`config.mk`:
```
export PLATFORM = sky130hd
export DESIGN_NAME = asu_top
export DESIGN_NICKNAME = d
export VERILOG_FILES = /design/src/hdl/asu_pkg.sv /design/src/hdl/asu_rx_if.sv /design/src/hdl/asu_rx.sv /design/src/hdl/asu_top.sv
export SDC_FILE = /design/constraint.sdc
export NUM_CORES = 1
export LEC_CHECK = 0
export BUFFER_PORTS_ARGS = -buffer_cell sky130_fd_sc_hd__buf_2
export CAP_MARGIN = 20
export CORE_ASPECT_RATIO = 1.2
export CORE_MARGIN = 8
export CORE_UTILIZATION = 35
export DETAILED_ROUTE_END_ITERATION = 10
export PLACE_DENSITY = 0.48
export REMOVE_ABC_BUFFERS = 1
export SETUP_SLACK_MARGIN = 0.5
export SYNTH_ARGS = -nofsm -noshare
export SYNTH_HDL_FRONTEND = slang
export SYNTH_SLANG_ARGS = --single-unit
```
`constraint.sdc`:
```
create_clock -name mclk -period 2.5 [get_ports mclk]
set_input_delay 0.125 -clock mclk [delete_from_list [all_inputs] [get_ports mclk]]
set_output_delay 0.125 -clock mclk [all_outputs]
set_load 0.01 [all_outputs]
```
`src/hdl/asu_pkg.sv`:
```
package asu_pkg;
	// register addresses on the plain register port
	localparam logic [15:0] ADDR_MODE = 16'hFF90; // serial_mode_control
	localparam logic [15:0] ADDR_TXBUF = 16'hFF91; // transmit_buffer
	localparam logic [15:0] ADDR_RXBUF = 16'hFF92; // receive_buffer
	localparam logic [15:0] ADDR_RXERR = 16'hFF93; // rx_error_status
	localparam logic [15:0] ADDR_TXSTAT = 16'hFF94; // tx_status
	localparam logic [15:0] ADDR_DIV = 16'hFF97; // baud_divisor
	localparam logic [15:0] ADDR_AUX = 16'hFF98; // serial_aux_control

	// reset values
	localparam logic [7:0] MODE_RST = 8'h01;
	localparam logic [7:0] DIV_RST = 8'hFF;
	localparam logic [4:0] AUX_RST = 5'h16; // low five bits of the aux register

	// serial_mode_control fields
	localparam int MODE_POWER = 7; // master_clock_enable
	localparam int MODE_TXE = 6; // transmit_enable
	localparam int MODE_RXE = 5; // receive_enable
	localparam int MODE_PS_HI = 4; // parity_select_hi
	localparam int MODE_PS_LO = 3; // parity_select_lo
	localparam int MODE_CL = 2; // char_length_select, 1 = 8 bits
	localparam int MODE_SL = 1; // stop_length_select, 1 = 2 stop bits

	// serial_aux_control fields
	localparam int AUX_DIR = 1; // bit_order_select, 1 = lsb first
	localparam int AUX_INV = 0; // tx_line_invert

	// rx_error_status and tx_status fields
	localparam int ERR_PE = 2;
	localparam int ERR_FE = 1;
	localparam int ERR_OVE = 0;
	localparam int TST_BUF = 1;
	localparam int TST_SHIFT = 0;

	// one bit lasts this many counter outputs of the divisor
	localparam int BIT_MUL = 2;

	// parity select encodings {hi, lo}
	typedef enum logic [1:0] {
		PAR_NONE = 2'b00,
		PAR_ZERO = 2'b01,
		PAR_ODD = 2'b10,
		PAR_EVEN = 2'b11
	} asu_par_type;

	// maps a character to line order and back (the mapping is its own inverse)
	function automatic logic [7:0] asu_order(input logic [7:0] v, input logic eight, input logic lsb_first);
		logic [7:0] r;
		r = 8'h00;
		if (lsb_first) begin
			r = eight ? v : {1'b0, v[6:0]};
		end else if (eight) begin
			for (int i = 0; i < 8; i++) r[i] = v[7 - i];
		end else begin
			for (int i = 0; i < 7; i++) r[i] = v[6 - i];
		end
		return r;
	endfunction : asu_order

	// ones count over the character bits only
	function automatic logic asu_ones_odd(input logic [7:0] v, input logic eight);
		return eight ? ^v : ^v[6:0];
	endfunction : asu_ones_odd
endpackage : asu_pkg

```
`src/hdl/asu_rx_if.sv`:
```
`timescale 1ns/1ps
// configuration into the receiver and a finished character out of it
interface asu_rx_if;
	logic enable; // master and receive enable both set
	logic ce; // global clock enable
	logic line; // synchronised, forced-high receive line
	logic eight; // eight character bits
	logic lsb_first; // bit order
	logic [1:0] par_mode; // parity select
	logic [7:0] half; // half a bit in mclk cycles
	logic done; // one-cycle pulse, character finished
	logic [7:0] data; // received character
	logic perr; // parity error of this character
	logic ferr; // framing error of this character

	modport core (output enable, ce, line, eight, lsb_first, par_mode, half, input done, data, perr, ferr);
	modport rx (input enable, ce, line, eight, lsb_first, par_mode, half, output done, data, perr, ferr);
endinterface : asu_rx_if

```
`src/hdl/asu_rx.sv`:
```
`timescale 1ns/1ps
module asu_rx (
	input wire logic mclk,
	input wire logic rstn,
	asu_rx_if.rx rif
);
	typedef enum logic [2:0] {RX_IDLE, RX_START, RX_DATA, RX_PAR, RX_STOP} asu_rx_st_type;

	typedef struct packed {
		asu_rx_st_type st; // receive phase
		logic [8:0] cnt; // cycles left in this phase
		logic [2:0] nbit; // character bit index
		logic [7:0] sh; // shift register, fills from the top
		logic par; // sampled parity bit
		logic prev; // line one cycle ago, for the falling edge
		logic done;
		logic [7:0] data;
		logic perr;
		logic ferr;
	} asu_rx_state_type;

	asu_rx_state_type s_r, s_nxt;
	logic [8:0] full; // one bit time
	logic [8:0] half9; // half a bit time
	logic [7:0] arr; // arrival-ordered bits
	logic [7:0] chr; // character in register order

	assign full = {rif.half, 1'b0};
	assign half9 = {1'b0, rif.half};
	assign arr = rif.eight ? s_r.sh : {1'b0, s_r.sh[7:1]};
	assign chr = asu_pkg::asu_order(arr, rif.eight, rif.lsb_first);

	// receive sequencer
	always_comb begin
		s_nxt = s_r;
		s_nxt.done = 1'b0;
		s_nxt.prev = rif.line;
		if (!rif.enable) begin
			// disabled receiver is held in its reset state
			s_nxt = '0;
			s_nxt.prev = 1'b1;
		end else begin
			unique case (s_r.st)
				RX_IDLE: begin
					// falling edge starts the half-bit check
					if (s_r.prev && !rif.line) begin
						s_nxt.st = RX_START;
						s_nxt.cnt = half9 - 9'h001;
					end
				end
				RX_START: begin
					if (s_r.cnt == 9'h000) begin
						// a glitch that is high again is no start bit
						s_nxt.st = rif.line ? RX_IDLE : RX_DATA;
						s_nxt.cnt = full - 9'h001;
						s_nxt.nbit = 3'h0;
					end else begin
						s_nxt.cnt = s_r.cnt - 9'h001;
					end
				end
				RX_DATA: begin
					if (s_r.cnt == 9'h000) begin
						s_nxt.sh = {rif.line, s_r.sh[7:1]};
						s_nxt.cnt = full - 9'h001;
						s_nxt.nbit = s_r.nbit + 3'h1;
						if (s_r.nbit == (rif.eight ? 3'h7 : 3'h6)) begin
							// no parity bit expected without parity
							s_nxt.st = (rif.par_mode == asu_pkg::PAR_NONE) ? RX_STOP : RX_PAR;
						end
					end else begin
						s_nxt.cnt = s_r.cnt - 9'h001;
					end
				end
				RX_PAR: begin
					if (s_r.cnt == 9'h000) begin
						s_nxt.par = rif.line;
						s_nxt.st = RX_STOP;
						s_nxt.cnt = full - 9'h001;
					end else begin
						s_nxt.cnt = s_r.cnt - 9'h001;
					end
				end
				RX_STOP: begin
					// only the first stop bit is checked, a second is just idle line
					if (s_r.cnt == 9'h000) begin
						s_nxt.st = RX_IDLE;
						s_nxt.done = 1'b1;
						s_nxt.ferr = !rif.line;
						s_nxt.data = chr;
						unique case (rif.par_mode)
							asu_pkg::PAR_EVEN: s_nxt.perr = asu_pkg::asu_ones_odd(arr, rif.eight) ^ s_r.par;
							asu_pkg::PAR_ODD: s_nxt.perr = !(asu_pkg::asu_ones_odd(arr, rif.eight) ^ s_r.par);
							default: s_nxt.perr = 1'b0;
						endcase
					end else begin
						s_nxt.cnt = s_r.cnt - 9'h001;
					end
				end
			endcase
		end
	end

	// state register, frozen while ce is low
	always_ff @(posedge mclk or negedge rstn) begin
		if (!rstn) begin
			s_r <= '0;
		end else if (rif.ce) begin
			s_r <= s_nxt;
		end
	end

	assign rif.done = s_r.done;
	assign rif.data = s_r.data;
	assign rif.perr = s_r.perr;
	assign rif.ferr = s_r.ferr;

	property p_rx_dis;
		@(posedge mclk) disable iff (!rstn) (rif.ce && !rif.enable) |=> (s_r.st == RX_IDLE) && !s_r.done;
	endproperty
	a_rx_dis: assert property (p_rx_dis) else $error("receiver not reset while disabled");

	property p_rx_noperr;
		@(posedge mclk) disable iff (!rstn)
			(rif.ce && s_r.st == RX_STOP && s_r.cnt == 9'h000 && rif.enable && !rif.par_mode[1]) |=> !s_r.perr;
	endproperty
	a_rx_noperr: assert property (p_rx_noperr) else $error("parity error without checked parity");

	property p_rx_even;
		@(posedge mclk) disable iff (!rstn)
			(rif.ce && s_r.st == RX_STOP && s_r.cnt == 9'h000 && rif.enable && rif.par_mode == asu_pkg::PAR_EVEN)
			|=> s_r.perr == $past(asu_pkg::asu_ones_odd(arr, rif.eight) ^ s_r.par);
	endproperty
	a_rx_even: assert property (p_rx_even) else $error("even parity check wrong");

	property p_rx_one_stop;
		@(posedge mclk) disable iff (!rstn)
			(rif.ce && rif.enable && s_r.st == RX_STOP && s_r.cnt == 9'h000) |=> s_r.done && s_r.st == RX_IDLE;
	endproperty
	a_rx_one_stop: assert property (p_rx_one_stop) else $error("receiver waited past first stop bit");
endmodule : asu_rx

```
`src/hdl/asu_top.sv`:
```
`timescale 1ns/1ps
module asu_top (
	input wire logic mclk,
	input wire logic rstn,
	input wire logic ce,
	input wire logic [15:0] addr,
	input wire logic [7:0] wr_data,
	input wire logic wr_stb,
	input wire logic rd_stb,
	output logic [7:0] rd_data,
	input wire logic serial_in_pin,
	output logic serial_out_pin,
	output logic serial_out_oe_n,
	output logic serial_in_used
);
	typedef enum logic [2:0] {TX_IDLE, TX_START, TX_DATA, TX_PAR, TX_STOP1, TX_STOP2} asu_tx_st_type;

	typedef struct packed {
		logic [7:0] mode; // serial_mode_control
		logic [4:0] aux; // serial_aux_control, writable bits
		logic [7:0] div; // baud_divisor
		logic [7:0] txbuf; // transmit_buffer
		logic txfull; // transmit buffer holds a character
		logic [7:0] rxbuf; // receive_buffer
		logic rxfull; // receive buffer not yet read
		logic [2:0] err; // rx_error_status
		logic [7:0] rd_data; // read data, valid one cycle
		asu_tx_st_type tx_st; // transmit phase
		logic [8:0] tcnt; // cycles left in this bit
		logic [2:0] tnbit; // character bit index
		logic [7:0] tsh; // transmit shift register
		logic tpar; // parity bit to send
		logic tline; // logical transmit level
		logic out; // pin level
		logic oe_n; // pin output enable, low drives
		logic in_used; // receive pin in serial use
		logic sync1; // first synchroniser stage
		logic sync2; // second synchroniser stage
	} asu_state_type;

	asu_state_type s_r, s_nxt;
	asu_rx_if rif ();

	logic power; // master_clock_enable
	logic tx_en; // master and transmit enable
	logic rx_en; // master and receive enable
	logic eight; // eight character bits
	logic lsb_first; // bit order
	asu_pkg::asu_par_type par_mode; // parity select
	logic [8:0] full; // one bit time in mclk cycles

	assign power = s_r.mode[asu_pkg::MODE_POWER];
	assign tx_en = power && s_r.mode[asu_pkg::MODE_TXE];
	assign rx_en = power && s_r.mode[asu_pkg::MODE_RXE];
	assign eight = s_r.mode[asu_pkg::MODE_CL];
	assign lsb_first = s_r.aux[asu_pkg::AUX_DIR];
	assign par_mode = asu_pkg::asu_par_type'({s_r.mode[asu_pkg::MODE_PS_HI], s_r.mode[asu_pkg::MODE_PS_LO]});
	assign full = 9'(asu_pkg::BIT_MUL * s_r.div);

	// receiver hookup; the input seen inside is forced high while powered down
	assign rif.enable = rx_en;
	assign rif.ce = ce;
	assign rif.line = power ? s_r.sync2 : 1'b1;
	assign rif.eight = eight;
	assign rif.lsb_first = lsb_first;
	assign rif.par_mode = par_mode;
	assign rif.half = s_r.div;

	asu_rx u_rx (
		.mclk(mclk),
		.rstn(rstn),
		.rif(rif.rx)
	);

	// registers, transmitter and status in one next-state process
	always_comb begin
		s_nxt = s_r;
		s_nxt.sync1 = serial_in_pin;
		s_nxt.sync2 = s_r.sync1;
		s_nxt.rd_data = 8'h00;

		// reads and their side effects
		if (rd_stb) begin
			unique case (addr)
				asu_pkg::ADDR_MODE: s_nxt.rd_data = s_r.mode;
				asu_pkg::ADDR_RXBUF: begin
					s_nxt.rd_data = s_r.rxbuf;
					s_nxt.rxfull = 1'b0;
				end
				asu_pkg::ADDR_RXERR: begin
					s_nxt.rd_data = {5'h00, s_r.err};
					s_nxt.err = 3'h0;
				end
				asu_pkg::ADDR_TXSTAT: begin
					s_nxt.rd_data = 8'h00;
					s_nxt.rd_data[asu_pkg::TST_BUF] = s_r.txfull;
					s_nxt.rd_data[asu_pkg::TST_SHIFT] = (s_r.tx_st != TX_IDLE);
				end
				asu_pkg::ADDR_DIV: s_nxt.rd_data = s_r.div;
				// aux register, the three upper bits read as zero
				asu_pkg::ADDR_AUX: s_nxt.rd_data = {3'h0, s_r.aux};
				// unmapped addresses and the transmit buffer read as zero
				default: s_nxt.rd_data = 8'h00;
			endcase
		end

		// transmitter
		if (!tx_en) begin
			// synchronous reset of the transmit side
			s_nxt.tx_st = TX_IDLE;
			s_nxt.txfull = 1'b0;
			s_nxt.tline = 1'b1;
			s_nxt.tcnt = 9'h000;
		end else begin
			unique case (s_r.tx_st)
				TX_IDLE: begin
					s_nxt.tline = 1'b1;
					if (s_r.txfull) begin
						// framing bits are added around the buffered character
						s_nxt.tx_st = TX_START;
						s_nxt.tsh = asu_pkg::asu_order(s_r.txbuf, eight, lsb_first);
						s_nxt.txfull = 1'b0;
						s_nxt.tline = 1'b0;
						s_nxt.tcnt = full - 9'h001;
						s_nxt.tnbit = 3'h0;
						unique case (par_mode)
							asu_pkg::PAR_EVEN: s_nxt.tpar = asu_pkg::asu_ones_odd(s_r.txbuf, eight);
							asu_pkg::PAR_ODD: s_nxt.tpar = !asu_pkg::asu_ones_odd(s_r.txbuf, eight);
							default: s_nxt.tpar = 1'b0;
						endcase
					end
				end
				default: begin
					if (s_r.tcnt != 9'h000) begin
						s_nxt.tcnt = s_r.tcnt - 9'h001;
					end else begin
						s_nxt.tcnt = full - 9'h001;
						unique case (s_r.tx_st)
							TX_START, TX_DATA: begin
								if (s_r.tx_st == TX_DATA) begin
									s_nxt.tsh = {1'b0, s_r.tsh[7:1]};
									s_nxt.tnbit = s_r.tnbit + 3'h1;
								end
								if (s_r.tx_st == TX_DATA && s_r.tnbit == (eight ? 3'h7 : 3'h6)) begin
									// without parity the stop bit follows the last character bit
									s_nxt.tx_st = (par_mode == asu_pkg::PAR_NONE) ? TX_STOP1 : TX_PAR;
									s_nxt.tline = (par_mode == asu_pkg::PAR_NONE) ? 1'b1 : s_r.tpar;
								end else begin
									s_nxt.tx_st = TX_DATA;
									s_nxt.tline = (s_r.tx_st == TX_START) ? s_r.tsh[0] : s_r.tsh[1];
								end
							end
							TX_PAR: begin
								s_nxt.tx_st = TX_STOP1;
								s_nxt.tline = 1'b1;
							end
							TX_STOP1: begin
								s_nxt.tx_st = s_r.mode[asu_pkg::MODE_SL] ? TX_STOP2 : TX_IDLE;
								s_nxt.tline = 1'b1;
							end
							default: begin
								s_nxt.tx_st = TX_IDLE;
								s_nxt.tline = 1'b1;
							end
						endcase
					end
				end
			endcase
		end

		// finished character from the receiver; set wins over a read clear
		if (rif.done) begin
			if (s_r.rxfull && s_nxt.rxfull) begin
				s_nxt.err[asu_pkg::ERR_OVE] = 1'b1;
			end else begin
				s_nxt.rxbuf = rif.data;
				s_nxt.rxfull = 1'b1;
			end
			if (rif.perr) s_nxt.err[asu_pkg::ERR_PE] = 1'b1;
			if (rif.ferr) s_nxt.err[asu_pkg::ERR_FE] = 1'b1;
		end

		// master enable clear resets everything but the software settings;
		// done as a synchronous clear so no flop sees a register-made async reset
		if (!power) begin
			s_nxt.err = 3'h0;
			s_nxt.rxbuf = 8'h00;
			s_nxt.rxfull = 1'b0;
			s_nxt.txfull = 1'b0;
			s_nxt.tx_st = TX_IDLE;
			s_nxt.tline = 1'b1;
		end

		// register writes
		if (wr_stb) begin
			unique case (addr)
				asu_pkg::ADDR_MODE: s_nxt.mode = wr_data;
				asu_pkg::ADDR_DIV: s_nxt.div = wr_data;
				asu_pkg::ADDR_AUX: s_nxt.aux = wr_data[4:0];
				asu_pkg::ADDR_TXBUF: begin
					// a write starts a frame; ignored while the transmitter is off
					if (tx_en) begin
						s_nxt.txbuf = wr_data;
						s_nxt.txfull = 1'b1;
					end
				end
				default: begin
				end
			endcase
		end

		// pins: serial function only with the matching enable, else released
		s_nxt.out = tx_en ? (s_r.tline ^ s_r.aux[asu_pkg::AUX_INV]) : 1'b1;
		s_nxt.oe_n = !tx_en;
		s_nxt.in_used = rx_en;
	end

	// state register, frozen while ce is low
	always_ff @(posedge mclk or negedge rstn) begin
		if (!rstn) begin
			s_r <= '0;
			s_r.mode <= asu_pkg::MODE_RST;
			s_r.div <= asu_pkg::DIV_RST;
			s_r.aux <= asu_pkg::AUX_RST;
			s_r.tline <= 1'b1;
			s_r.out <= 1'b1;
			s_r.oe_n <= 1'b1;
			s_r.sync1 <= 1'b1;
			s_r.sync2 <= 1'b1;
		end else if (ce) begin
			s_r <= s_nxt;
		end
	end

	assign rd_data = s_r.rd_data;
	assign serial_out_pin = s_r.out;
	assign serial_out_oe_n = s_r.oe_n;
	assign serial_in_used = s_r.in_used;

	property p_mode_reset;
		@(posedge mclk) disable iff (!rstn) $rose(rstn) |-> s_r.mode == asu_pkg::MODE_RST;
	endproperty
	a_mode_reset: assert property (p_mode_reset) else $error("mode register reset value wrong");

	property p_off_line_high;
		@(posedge mclk) disable iff (!rstn) (ce && !power) |=> serial_out_pin && serial_out_oe_n;
	endproperty
	a_off_line_high: assert property (p_off_line_high) else $error("output not high while powered down");

	property p_off_clears;
		@(posedge mclk) disable iff (!rstn) (ce && !power) |=> !s_r.txfull && !s_r.rxfull && s_r.err == 3'h0;
	endproperty
	a_off_clears: assert property (p_off_clears) else $error("status not cleared while powered down");

	property p_tx_dis;
		@(posedge mclk) disable iff (!rstn) (ce && !tx_en) |=> s_r.tx_st == TX_IDLE;
	endproperty
	a_tx_dis: assert property (p_tx_dis) else $error("transmitter active while disabled");

	property p_tx_start;
		@(posedge mclk) disable iff (!rstn)
			(ce && tx_en && s_r.tx_st == TX_IDLE && s_r.txfull) |=> s_r.tx_st == TX_START && !s_r.tline;
	endproperty
	a_tx_start: assert property (p_tx_start) else $error("start bit not sent for buffered data");

	property p_oe;
		@(posedge mclk) disable iff (!rstn) ce |=> serial_out_oe_n == !$past(tx_en) && serial_in_used == $past(rx_en);
	endproperty
	a_oe: assert property (p_oe) else $error("pin function does not follow enables");

	property p_err_clear;
		@(posedge mclk) disable iff (!rstn) (ce && rd_stb && addr == asu_pkg::ADDR_RXERR && !rif.done) |=> s_r.err == 3'h0;
	endproperty
	a_err_clear: assert property (p_err_clear) else $error("error status not cleared by read");

	property p_par_bit;
		@(posedge mclk) disable iff (!rstn)
			(ce && tx_en && s_r.tx_st == TX_IDLE && s_r.txfull && par_mode == asu_pkg::PAR_ZERO) |=> !s_r.tpar;
	endproperty
	a_par_bit: assert property (p_par_bit) else $error("zero parity bit not zero");

	property p_start_level;
		@(posedge mclk) disable iff (!rstn)
			(ce && tx_en && s_r.tx_st == TX_START) |=> serial_out_pin == $past(s_r.aux[asu_pkg::AUX_INV]);
	endproperty
	a_start_level: assert property (p_start_level) else $error("start bit ignores line inversion");

	property p_par_even;
		@(posedge mclk) disable iff (!rstn)
			(ce && tx_en && s_r.tx_st == TX_IDLE && s_r.txfull && par_mode == asu_pkg::PAR_EVEN)
			|=> s_r.tpar == ^s_r.tsh;
	endproperty
	a_par_even: assert property (p_par_even) else $error("even parity bit wrong");

	property p_par_odd;
		@(posedge mclk) disable iff (!rstn)
			(ce && tx_en && s_r.tx_st == TX_IDLE && s_r.txfull && par_mode == asu_pkg::PAR_ODD)
			|=> s_r.tpar != ^s_r.tsh;
	endproperty
	a_par_odd: assert property (p_par_odd) else $error("odd parity bit wrong");

	property p_no_par;
		@(posedge mclk) disable iff (!rstn)
			(ce && tx_en && s_r.tx_st == TX_DATA && s_r.tcnt == 9'h000 && par_mode == asu_pkg::PAR_NONE
			&& s_r.tnbit == (eight ? 3'h7 : 3'h6))
			|=> s_r.tx_st == TX_STOP1 && s_r.tline;
	endproperty
	a_no_par: assert property (p_no_par) else $error("parity bit sent without parity");

	property p_stop2;
		@(posedge mclk) disable iff (!rstn)
			(ce && tx_en && s_r.tx_st == TX_STOP1 && s_r.tcnt == 9'h000 && s_r.mode[asu_pkg::MODE_SL])
			|=> s_r.tx_st == TX_STOP2 && s_r.tline;
	endproperty
	a_stop2: assert property (p_stop2) else $error("second stop bit missing");

	property p_in_off;
		@(posedge mclk) disable iff (!rstn) (ce && !power) |=> !serial_in_used;
	endproperty
	a_in_off: assert property (p_in_off) else $error("receive pin kept in serial use while powered down");

	property p_stop_mode;
		@(posedge mclk) disable iff (!rstn)
			(ce && !power && !s_r.mode[asu_pkg::MODE_TXE] && !s_r.mode[asu_pkg::MODE_RXE])
			|=> s_r.tx_st == TX_IDLE && !s_r.txfull && serial_out_oe_n && !serial_in_used;
	endproperty
	a_stop_mode: assert property (p_stop_mode) else $error("unit active in stop mode");

	property p_rx_load;
		@(posedge mclk) disable iff (!rstn)
			(ce && power && rif.done && !s_r.rxfull) |=> s_r.rxfull && s_r.rxbuf == $past(rif.data);
	endproperty
	a_rx_load: assert property (p_rx_load) else $error("received character not buffered");
endmodule : asu_top

```
==> flow_summary.toml, run 1 <==
[layout]
num_antenna_cells = 0
final_nets = 804
syn_to_final_growth_pct = 26.2
seq_area_um2 = 2930
fillers = 1839
layout-drive-gt1-share_pct = 31.4
multi_input_area_um2 = 3810
fin_cells = 1037

[synth]
yosys_warnings = 0
synth_cell_types = 79
postSynthCellCount = 695
synthSimpleGateAreaFrac_pct = 16.4
synth_top_family_by_area = "compound AO/OA/AOI/OAI gates"
netlist.area_leader.share_pct = 36.7
synth.avg_cell_area_um2 = 9.71
yosys-top-cells-count = "99 x dfrtp_1, 79 x nand2_1, 71 x o21ai_0"
synth_adder_area_share_pct = 1.26
yosysSeqAreaShare_pct = 43.3
ys_ff_latch = 116
synth-async-reset-ratio_pct = 100
synth_flop_cell = "dfrtp_1"
synth-compound-area-share_pct = 20.6
synth-xor-area-share_pct = 4.28
yosysTopAreaCell = "dfrtp_1"
yosysMostFrequentCell = "dfrtp_1"
synthMuxAreaShare_pct = 9.14
synth.cell_area_um2 = 6750
synth_area_leaders = "dfrtp_1 37%, dfstp_2 6.6%, mux2_2 5.5%, o21ai_0 5.3%, nand2_1 4.4%"
synth_edf_count = 0

[floorplan]
die_area_um2 = 24000
initial_core_util_pct = 35.8
io_pins = 41
die_w_um = 143
die_height_um = 168
core_um2 = 18900
rows = 55

[worst_setup_path]
reg2regPathDepth = 7
crit_path_start_kind = "flip-flop"
endpoint = "u_rx.s_r[20]"
worstSetupPathType = "reg2reg"
critPathCaptureType = "flip-flop"
crit_buf_inv = 1
reg2reg_slack_ns = 0.35
crit_arrival_ns = 2.46
crit_path_max_incr_delay_ns = 0.52
cp_top_family = "simple AND/OR/NAND/NOR gates"
slowest_stage = "or4b_4"
crit_start = "u_rx.s_r[25]"
crit_fanout = 6
path_depth = 7
regToRegStartpoint = "u_rx.s_r[25]"
rr_endpoint = "u_rx.s_r[20]"
crit_required_ns = 2.81
crit_chain = "inv_1, ha_2, or4b_4, or2_4, o21ai_4, nand2_4, mux2_4"

[hold_path]
min_path_type = "in2reg"

[clock_tree]
cts_tree = "yes"
htreeDepth = 4
clock_path_buffers = 2
insertion_delay_ns = 0.42
root_buffer = "clkbuf_16"
path_clk_slew_ns = 0.06
cts.sinks = 116
cts_buffers = 17

[detailed_routing]
viasPerCell = 5.58
vias = 5782
wirelength_um = 20200
ant_nets = 0
drtPass1Iterations = 5
wl_per_cell_um = 19.4
drt_iter0_markers = 425
drc = 0

[timing]
relSlewSlack_pct = 48.6
fin_crit_sh_pct = 85.8
final.setup_skew_ns = 0.0119
tightest_slew_ns = 0.771
clock.fmax_mhz = 466
finalSetupViolations = 0
rsz0062_at_grt = "yes"
finalSetupTns_ns = 0
hold_viol = 0
period_minus_slack_ns = 2.15
holdWs_ns = 0.0119
drv_slew = 0

[placement]
gp_congestion = 0.822
port_buffers = 40
placed_cells = 975
post-dp-hpwl_um = 14400

[global_routing]
grt.overflow.total = 0
track_usage_pct = 17.4
grt_max_degree = 55
antenna_found_initial = 0
grt_pass1_wl_um = 32600
grt_pass1_vias = 5904

[outcome]
outcome = "finished clean"

[power_and_ir_drop]
swShare_pct = 21.8
combinationalPowerShare_pct = 4.3
p_per_area_nw_per_um2 = 546
p_switching_uw = 1020
peakVddDrop_uv = 482
clockPowerShare_pct = 54.7
p_leak_uw = 0.00361
seqPwrFrac_pct = 41.0
p_int_uw = 3640

[run]
maxCapViolCount = 0
-- what timing repair did --
item | 4_1_cts | 5_1_grt
resized for setup | 37 | 71
hold buffers | 5 | 0
endpoints found under the hold margin | 56 | 0
pin swaps | 14 | 27
setup endpoints to repair | 49 | 60
cloned | 3 | 2
buffers inserted | 9 | 11
-- registers in the layout (all words and copies together), names as in the netlist, 2 cells and up --
name and flops:
rif.half 8, rd_data 8, s_r 55, u_rx.rif.data 8
u_rx.s_r 25, par_mode 2
-- layout make-up --
class                      instances  share of cell area [%]
sequential                       116                    34.4
inverter                          32                    1.45
tap                              256                    3.76
clock buffer                      24                    5.77
clock inverter                     8                    1.45
timing repair buffer              95                    8.37
multi-input combinational        506                    44.8
-- cells by family after synthesis --
logic type	after synthesis
and+or+nand+nor	203
AOI/OAI and AO/OA	202
DFF	116
buffers and inverters	77
muxes	57
xor gates and xnor gates	33
adders and majority gates	7
-- stage by stage --
stage | setup WS [ns] | cell area (um^2) | utilization [%] | total power, uW
floorplan | 0.302 | 6530 | - | 1990
CTS | 0.333 | 8190 | 43.4 | 4690
global placement | 0.181 | 7290 | 38.7 | 2120
detailed placement | 0.129 | 7290 | 38.7 | 2120
global route | 0.305 | 8520 | 45.2 | 4810
finish | 0.354 | 8520 | 45.2 | 4650
-- layout by cell type (no fill, tap or decap), types with 6 or more instances in the layout --
| cell | n |
|---|---|
| xor2_1 | 8 |
| o21ai_1 | 18 |
| a22oi_1 | 7 |
| o211ai_1 | 8 |
| dfstp_2 | 17 |
| nor4_1 | 6 |
| nand4_1 | 6 |
| o21ai_2 | 8 |
| buf_6 | 10 |
| nor3_1 | 10 |
| a22o_1 | 21 |
| dfrtp_1 | 95 |
| o21ai_0 | 45 |
| nand2_1 | 74 |
| mux2i_1 | 23 |
| buf_4 | 36 |
| buf_2 | 40 |
| or4_4 | 6 |
| a21o_1 | 7 |
| nor2_1 | 21 |
| nand3_1 | 13 |
| xnor2_1 | 25 |
| a21oi_1 | 20 |
| o2bb2ai_1 | 6 |
| clkbuf_16 | 17 |
| mux2_2 | 33 |
| inv_1 | 28 |
-- how the worst min path moves through the flow --
| stage | slack (ns) | end | cells past startpoint | startpoint |
|---|---|---|---|---|
| 2_1_floorplan | -0.17 | eight | 0 | rstn |
| 3_3_place_gp | 0.26 | s_r[21] | 1 | rstn |
| 3_5_place_dp | 0.26 | s_r[20] | 1 | rstn |
| 4_1_cts | 0.01 | s_r[58] | 2 | wr_data[7] |
| 5_1_grt | 0.01 | rif.half[4] | 2 | wr_data[4] |
| 6_report | 0.01 | s_r[56] | 2 | wr_data[5] |
-- metal layers --
metal / wire, um / up-vias / GRT usage, %
li1: - / 2722 / -
met1: 9060 / 2912 / 21.9
met2: 10100 / 123 / 28.8
met3: 673 / 25 / 3.74
met4: 303 / 0 / 5.83
met5: 0 / - / 0
-- power by group through the flow --
stage / clock (uW) / sequential [uW] / combinational, uW
after global routing: 2680 / 1910 / 221
after CTS: 2580 / 1910 / 197
final: 2550 / 1910 / 200
after global placement: 0 / 1940 / 179
after detailed placement: 0 / 1940 / 181
after floorplan: 0 / 1930 / 55.9
Note: power is estimated with default switching activity, not from simulation.
==> run 2, diff against run 1 <==
CORE_UTILIZATION = 61   (was 35)
CTS_BUF_LIST = sky130_fd_sc_hd__clkbuf_16   (was default)
PLACE_DENSITY = 0.77   (was 0.48)
==> flow_summary.toml, run 2 (synthesized netlist as in run 1, its figures left out) <==
[clock_tree]
insertion_delay_ns = 0.41
cts.sinks = 116
root_buffer = "clkbuf_16"
cts_buffers = 17
cts_tree = "yes"
path_clk_slew_ns = 0.06
htreeDepth = 4
clock_path_buffers = 2

[global_routing]
grt_pass1_vias = 5886
grt.overflow.total = 0
grt_pass1_wl_um = 29900
antenna_found_initial = 0
track_usage_pct = 25.0
grt_max_degree = 52

[worst_setup_path]
crit_buf_inv = 1
crit_fanout = 6
crit_required_ns = 2.78
crit_arrival_ns = 2.39
crit_chain = "inv_1, ha_2, or4b_4, nor2_2, o311ai_4, o41ai_1"
slowest_stage = "or4b_4"
worstSetupPathType = "reg2reg"
cp_top_family = "simple AND/OR/NAND/NOR gates"
crit_path_max_incr_delay_ns = 0.51
critPathCaptureType = "flip-flop"
crit_path_start_kind = "flip-flop"

[timing]
drv_slew = 0
fin_crit_sh_pct = 84.2
hold_viol = 0
rsz0062_at_grt = "yes"
finalSetupTns_ns = 0
clock.fmax_mhz = 475
tightest_slew_ns = 0.681
finalSetupViolations = 0
fin_ws_ns = 0.394
period_minus_slack_ns = 2.11
relSlewSlack_pct = 54.6
final.setup_skew_ns = 0.00784

[floorplan]
die_w_um = 112
rows = 42
core_um2 = 10900
io_pins = 41
initial_core_util_pct = 61.7
die_area_um2 = 14700
die_height_um = 131

[detailed_routing]
wl_per_cell_um = 20.6
ant_nets = 0
wirelength_um = 18600
drtPass1Iterations = 7
viasPerCell = 6.63
drt_iter0_markers = 512
drc = 0
vias = 5970

[layout]
mostFrequentLayoutCells = "96 x dfrtp_1, 77 x nand2_1, 41 x o21ai_0"
fin_cells = 901
layout_commonest_cell = "dfrtp_1"
postLayoutCoreUtil_pct = 75.3
reg_top3 = "s_r x55, u_rx.s_r x25"
max_flop_register = "s_r"
fillers = 718
largest_register_ffs = 55
final_nets = 793
layout-drive-gt1-share_pct = 30.2
syn_to_final_growth_pct = 22.0
num_antenna_cells = 0

[power_and_ir_drop]
combinationalPowerShare_pct = 4.0
peakVddDrop_uv = 426
p_int_uw = 3720
p_switching_uw = 1010
clockPowerShare_pct = 55.6
seqPwrFrac_pct = 40.3
swShare_pct = 21.4
p_per_area_nw_per_um2 = 574
p_leak_uw = 0.00356

[run]
maxCapViolCount = 0

[placement]
dp_slack_ns = 0.135
port_buffers = 40
gp_congestion = 0.917
placed_cells = 848
post-dp-hpwl_um = 12300

[outcome]
outcome = "finished clean"

[hold_path]
min_path_type = "in2reg"
## run 2: area by class of cell
type	instances	area, um^2	share of cell area (%)
inverter	32	120	1.46
multi-input combinational	507	3810	46.3
sequential	116	2930	35.6
clock inverter	14	211	2.57
timing repair buffer	83	567	6.89
tap	132	165	2.01
clock buffer	17	425	5.17
## run 2: repair_timing
action / 4_1_cts / 5_1_grt
resized for setup: 47 / 50
hold endpoints to repair: 38 / 0
endpoints found under the setup margin: 47 / 54
cloned: 4 / 1
hold buffers: 2 / 0
pin swaps: 20 / 27
setup buffers: 11 / 4
## run 2: metrics by stage
step                hold slack, ns  area (um^2)  total power [uW]
finish                     0.00955         8230              4730
global route                0.0111         8230              4840
CTS                        0.00871         8050              4730
detailed placement           0.206         7100              2110
global placement             0.196         7100              2100
floorplan                   -0.171         6530              1990
## run 2: worst reg2reg max path, cell delays in order (launching register included)
cell and delay, ns:
dfrtp_1 0.39, inv_1 0.07, ha_2 0.18, or4b_4 0.51
nor2_2 0.24, o311ai_4 0.17, o41ai_1 0.41
## run 2: worst paths after layout
kind | from | to | slack, ns | cells after the start
worst min-delay path | wr_data[6] | rif.half[6] | 0.01 | 2
max in group asynchronous | rstn | serial_out_oe_n | 1.43 | 3
worst max register to register | u_rx.s_r[24] | u_rx.s_r[34] | 0.39 | 6
min in group asynchronous | rstn | u_rx.s_r[22] | 0.30 | 2
worst min register to register | rd_data[5] | rd_data[5] | 0.49 | 1
worst max-delay path | u_rx.s_r[24] | u_rx.s_r[34] | 0.39 | 6
## run 2: layer usage
layer  part of all wire, %  track usage, %  wire [um]
met1                    43            33.0       7950
met2                    47            39.1       8730
met3                   7.0            4.54       1300
met4                   3.2            12.0        599
met5                     0               0          0
## run 2: power by group through the flow
stage	clock network, uW	logic (uW)	registers, uW
after floorplan	0	55.9	1930
after global placement	0	165	1940
after detailed placement	0	171	1940
after CTS	2640	184	1900
after global routing	2720	210	1910
final	2630	191	1910
==> run 3, diff against run 2 <==
clock period = 1.96 ns   (was 2.5 ns; I/O delays follow)
==> flow_summary.toml, run 3 (synthesized netlist as in run 1, its figures left out) <==
[worst_setup_path]
crit_arrival_ns = 2.55
rr_endpoint = "u_rx.s_r[32]"
cp_top_family = "compound AO/OA/AOI/OAI gates"
crit_chain = "inv_2, ha_4, buf_4, buf_4, buf_6, or3b_4, buf_6, o41a_1, o31ai_2"
regToRegStartpoint = "u_rx.s_r[25]"
crit_fanout = 4
crit_path_max_incr_delay_ns = 0.41
endpoint = "u_rx.s_r[32]"
slowest_stage = "or3b_4"
crit_required_ns = 2.25
crit_start = "u_rx.s_r[25]"
reg2reg_slack_ns = -0.30
path_depth = 9
worstSetupPathType = "reg2reg"
reg2regPathDepth = 9
critPathCaptureType = "flip-flop"
crit_buf_inv = 5
crit_path_start_kind = "flip-flop"

[layout]
mostFrequentLayoutCells = "96 x dfrtp_1, 85 x buf_4, 62 x nand2_1"
fin_cells = 988
largest_register_ffs = 55
final_nets = 877
syn_to_final_growth_pct = 39.3
reg_top3 = "s_r x55, u_rx.s_r x25"
max_flop_register = "s_r"
layout-drive-gt1-share_pct = 43.6
fillers = 484
layout_commonest_cell = "dfrtp_1"

[detailed_routing]
drc = 0
ant_nets = 0
drt_iter0_markers = 1096
viasPerCell = 7.38
wl_per_cell_um = 27.4
wirelength_um = 27000
vias = 7293
drtPass1Iterations = 6

[power_and_ir_drop]
combinationalPowerShare_pct = 5.3
p_per_area_nw_per_um2 = 624
p_switching_uw = 1460
p_leak_uw = 0.00416
total_power_uw = 5860
p_int_uw = 4400
clockPowerShare_pct = 53.2
peakVddDrop_uv = 874
seqPwrFrac_pct = 41.5
swShare_pct = 25.0

[clock_tree]
insertion_delay_ns = 0.42
cts.sinks = 116
htreeDepth = 4
clock_path_buffers = 2
cts_tree = "yes"
root_buffer = "clkbuf_16"
path_clk_slew_ns = 0.06
cts_buffers = 17

[floorplan]
die_area_um2 = 14700
die_w_um = 112
io_pins = 41
rows = 42
initial_core_util_pct = 61.7
core_um2 = 10900
die_height_um = 131

[timing]
rsz0062_at_grt = "yes"
drv_slew = 0
final.setup_skew_ns = 0.00785
fin_ws_ns = -0.296
hold_viol = 0
finalSetupTns_ns = -5.49
period_minus_slack_ns = 2.26
relSlewSlack_pct = 63.5
fin_crit_sh_pct = 115
clock.fmax_mhz = 443
tightest_slew_ns = 0.543
finalSetupViolations = 47

[global_routing]
grt.overflow.total = 0
grt_pass1_wl_um = 35400
antenna_found_initial = 1
track_usage_pct = 30.0
grt_max_degree = 70
grt_pass1_vias = 6944

[outcome]
violations = "negative setup slack"
outcome = "complete, but fails checks"

[placement]
post-dp-hpwl_um = 13300
placed_cells = 906
port_buffers = 40
gp_congestion = 0.917

[hold_path]
min_path_type = "in2reg"
hold_start = "wr_data[4]"

[run]
maxCapViolCount = 0
run 3: changes by cell type in the layout (fill, tap and decap cells not counted), moves of 5 or more:
| cell | delta |
|---|---|
| nor4_2 | +5 |
| buf_4 | +48 |
| nor4_1 | -5 |
| o21ai_0 | -12 |
| nand2_2 | +12 |
| dlygate4sd3_1 | +5 |
| buf_6 | +31 |
| o21ai_1 | +7 |
| mux2_4 | +9 |
| nand2_1 | -15 |
| mux2_2 | -9 |
run 3: area by class of cell:
type / count / area, um^2 / area share (%)
tap: 132 / 165 / 1.76
inverter: 32 / 123 / 1.30
clock buffer: 17 / 425 / 4.53
sequential: 116 / 2930 / 31.1
multi-input combinational: 506 / 4240 / 45.1
timing repair buffer: 168 / 1360 / 14.4
clock inverter: 15 / 160 / 1.70
antenna: 2 / 5.00 / 0.0532
run 3: how the worst min path moves through the flow:
stage | endpoint | slack [ns] | cells after the start
6_report | par_mode[1] | 0.02 | 2
5_1_grt | par_mode[1] | 0.01 | 2
4_1_cts | s_r[55] | 0.02 | 2
3_5_place_dp | u_rx.s_r[23] | 0.11 | 2
2_1_floorplan | eight | -0.20 | 0
3_3_place_gp | u_rx.s_r[23] | 0.11 | 2
run 3: power groups by stage:
stage                     Combinational, uW  Clock [uW]  Sequential [uW]
after floorplan                        71.3           0             2470
after global placement                  225           0             2470
after detailed placement                232           0             2470
after CTS                               261        3060             2430
after global routing                    323        3200             2430
final                                   308        3120             2430
run 3: stage by stage:
| step | util [%] | instance area (um^2) | hold WS (ns) | setup slack (ns) |
|---|---|---|---|---|
| after floorplan | - | 6530 | -0.198 | -0.238 |
| after global placement | 69.1 | 7550 | 0.109 | -0.134 |
| after detailed placement | 69.1 | 7550 | 0.115 | -0.227 |
| after CTS | 81.5 | 8910 | 0.0177 | -0.118 |
| after global routing | 86.0 | 9400 | 0.0126 | -0.338 |
| final | 86.0 | 9400 | 0.0185 | -0.296 |
run 3: routing by layer:
metal  vias to the layer above  wire length [um]  GRT usage, %  share of wire, %
met4                         0              2200          18.8               8.1
met1                      3488              9230          35.7                34
li1                       2865                 -             -                 -
met3                       238              3250          6.78                12
met2                       702             12400          48.3                46
met5                         -                 0             0                 0
run 3: timing repair:
item | CTS | global route
cloned | 3 | 3
resized for setup | 142 | 100
pin swaps | 54 | 49
buffers inserted | 24 | 11
hold buffers | 7 | 0
endpoints found under the setup margin | 83 | 101
hold endpoints to repair | 118 | 0
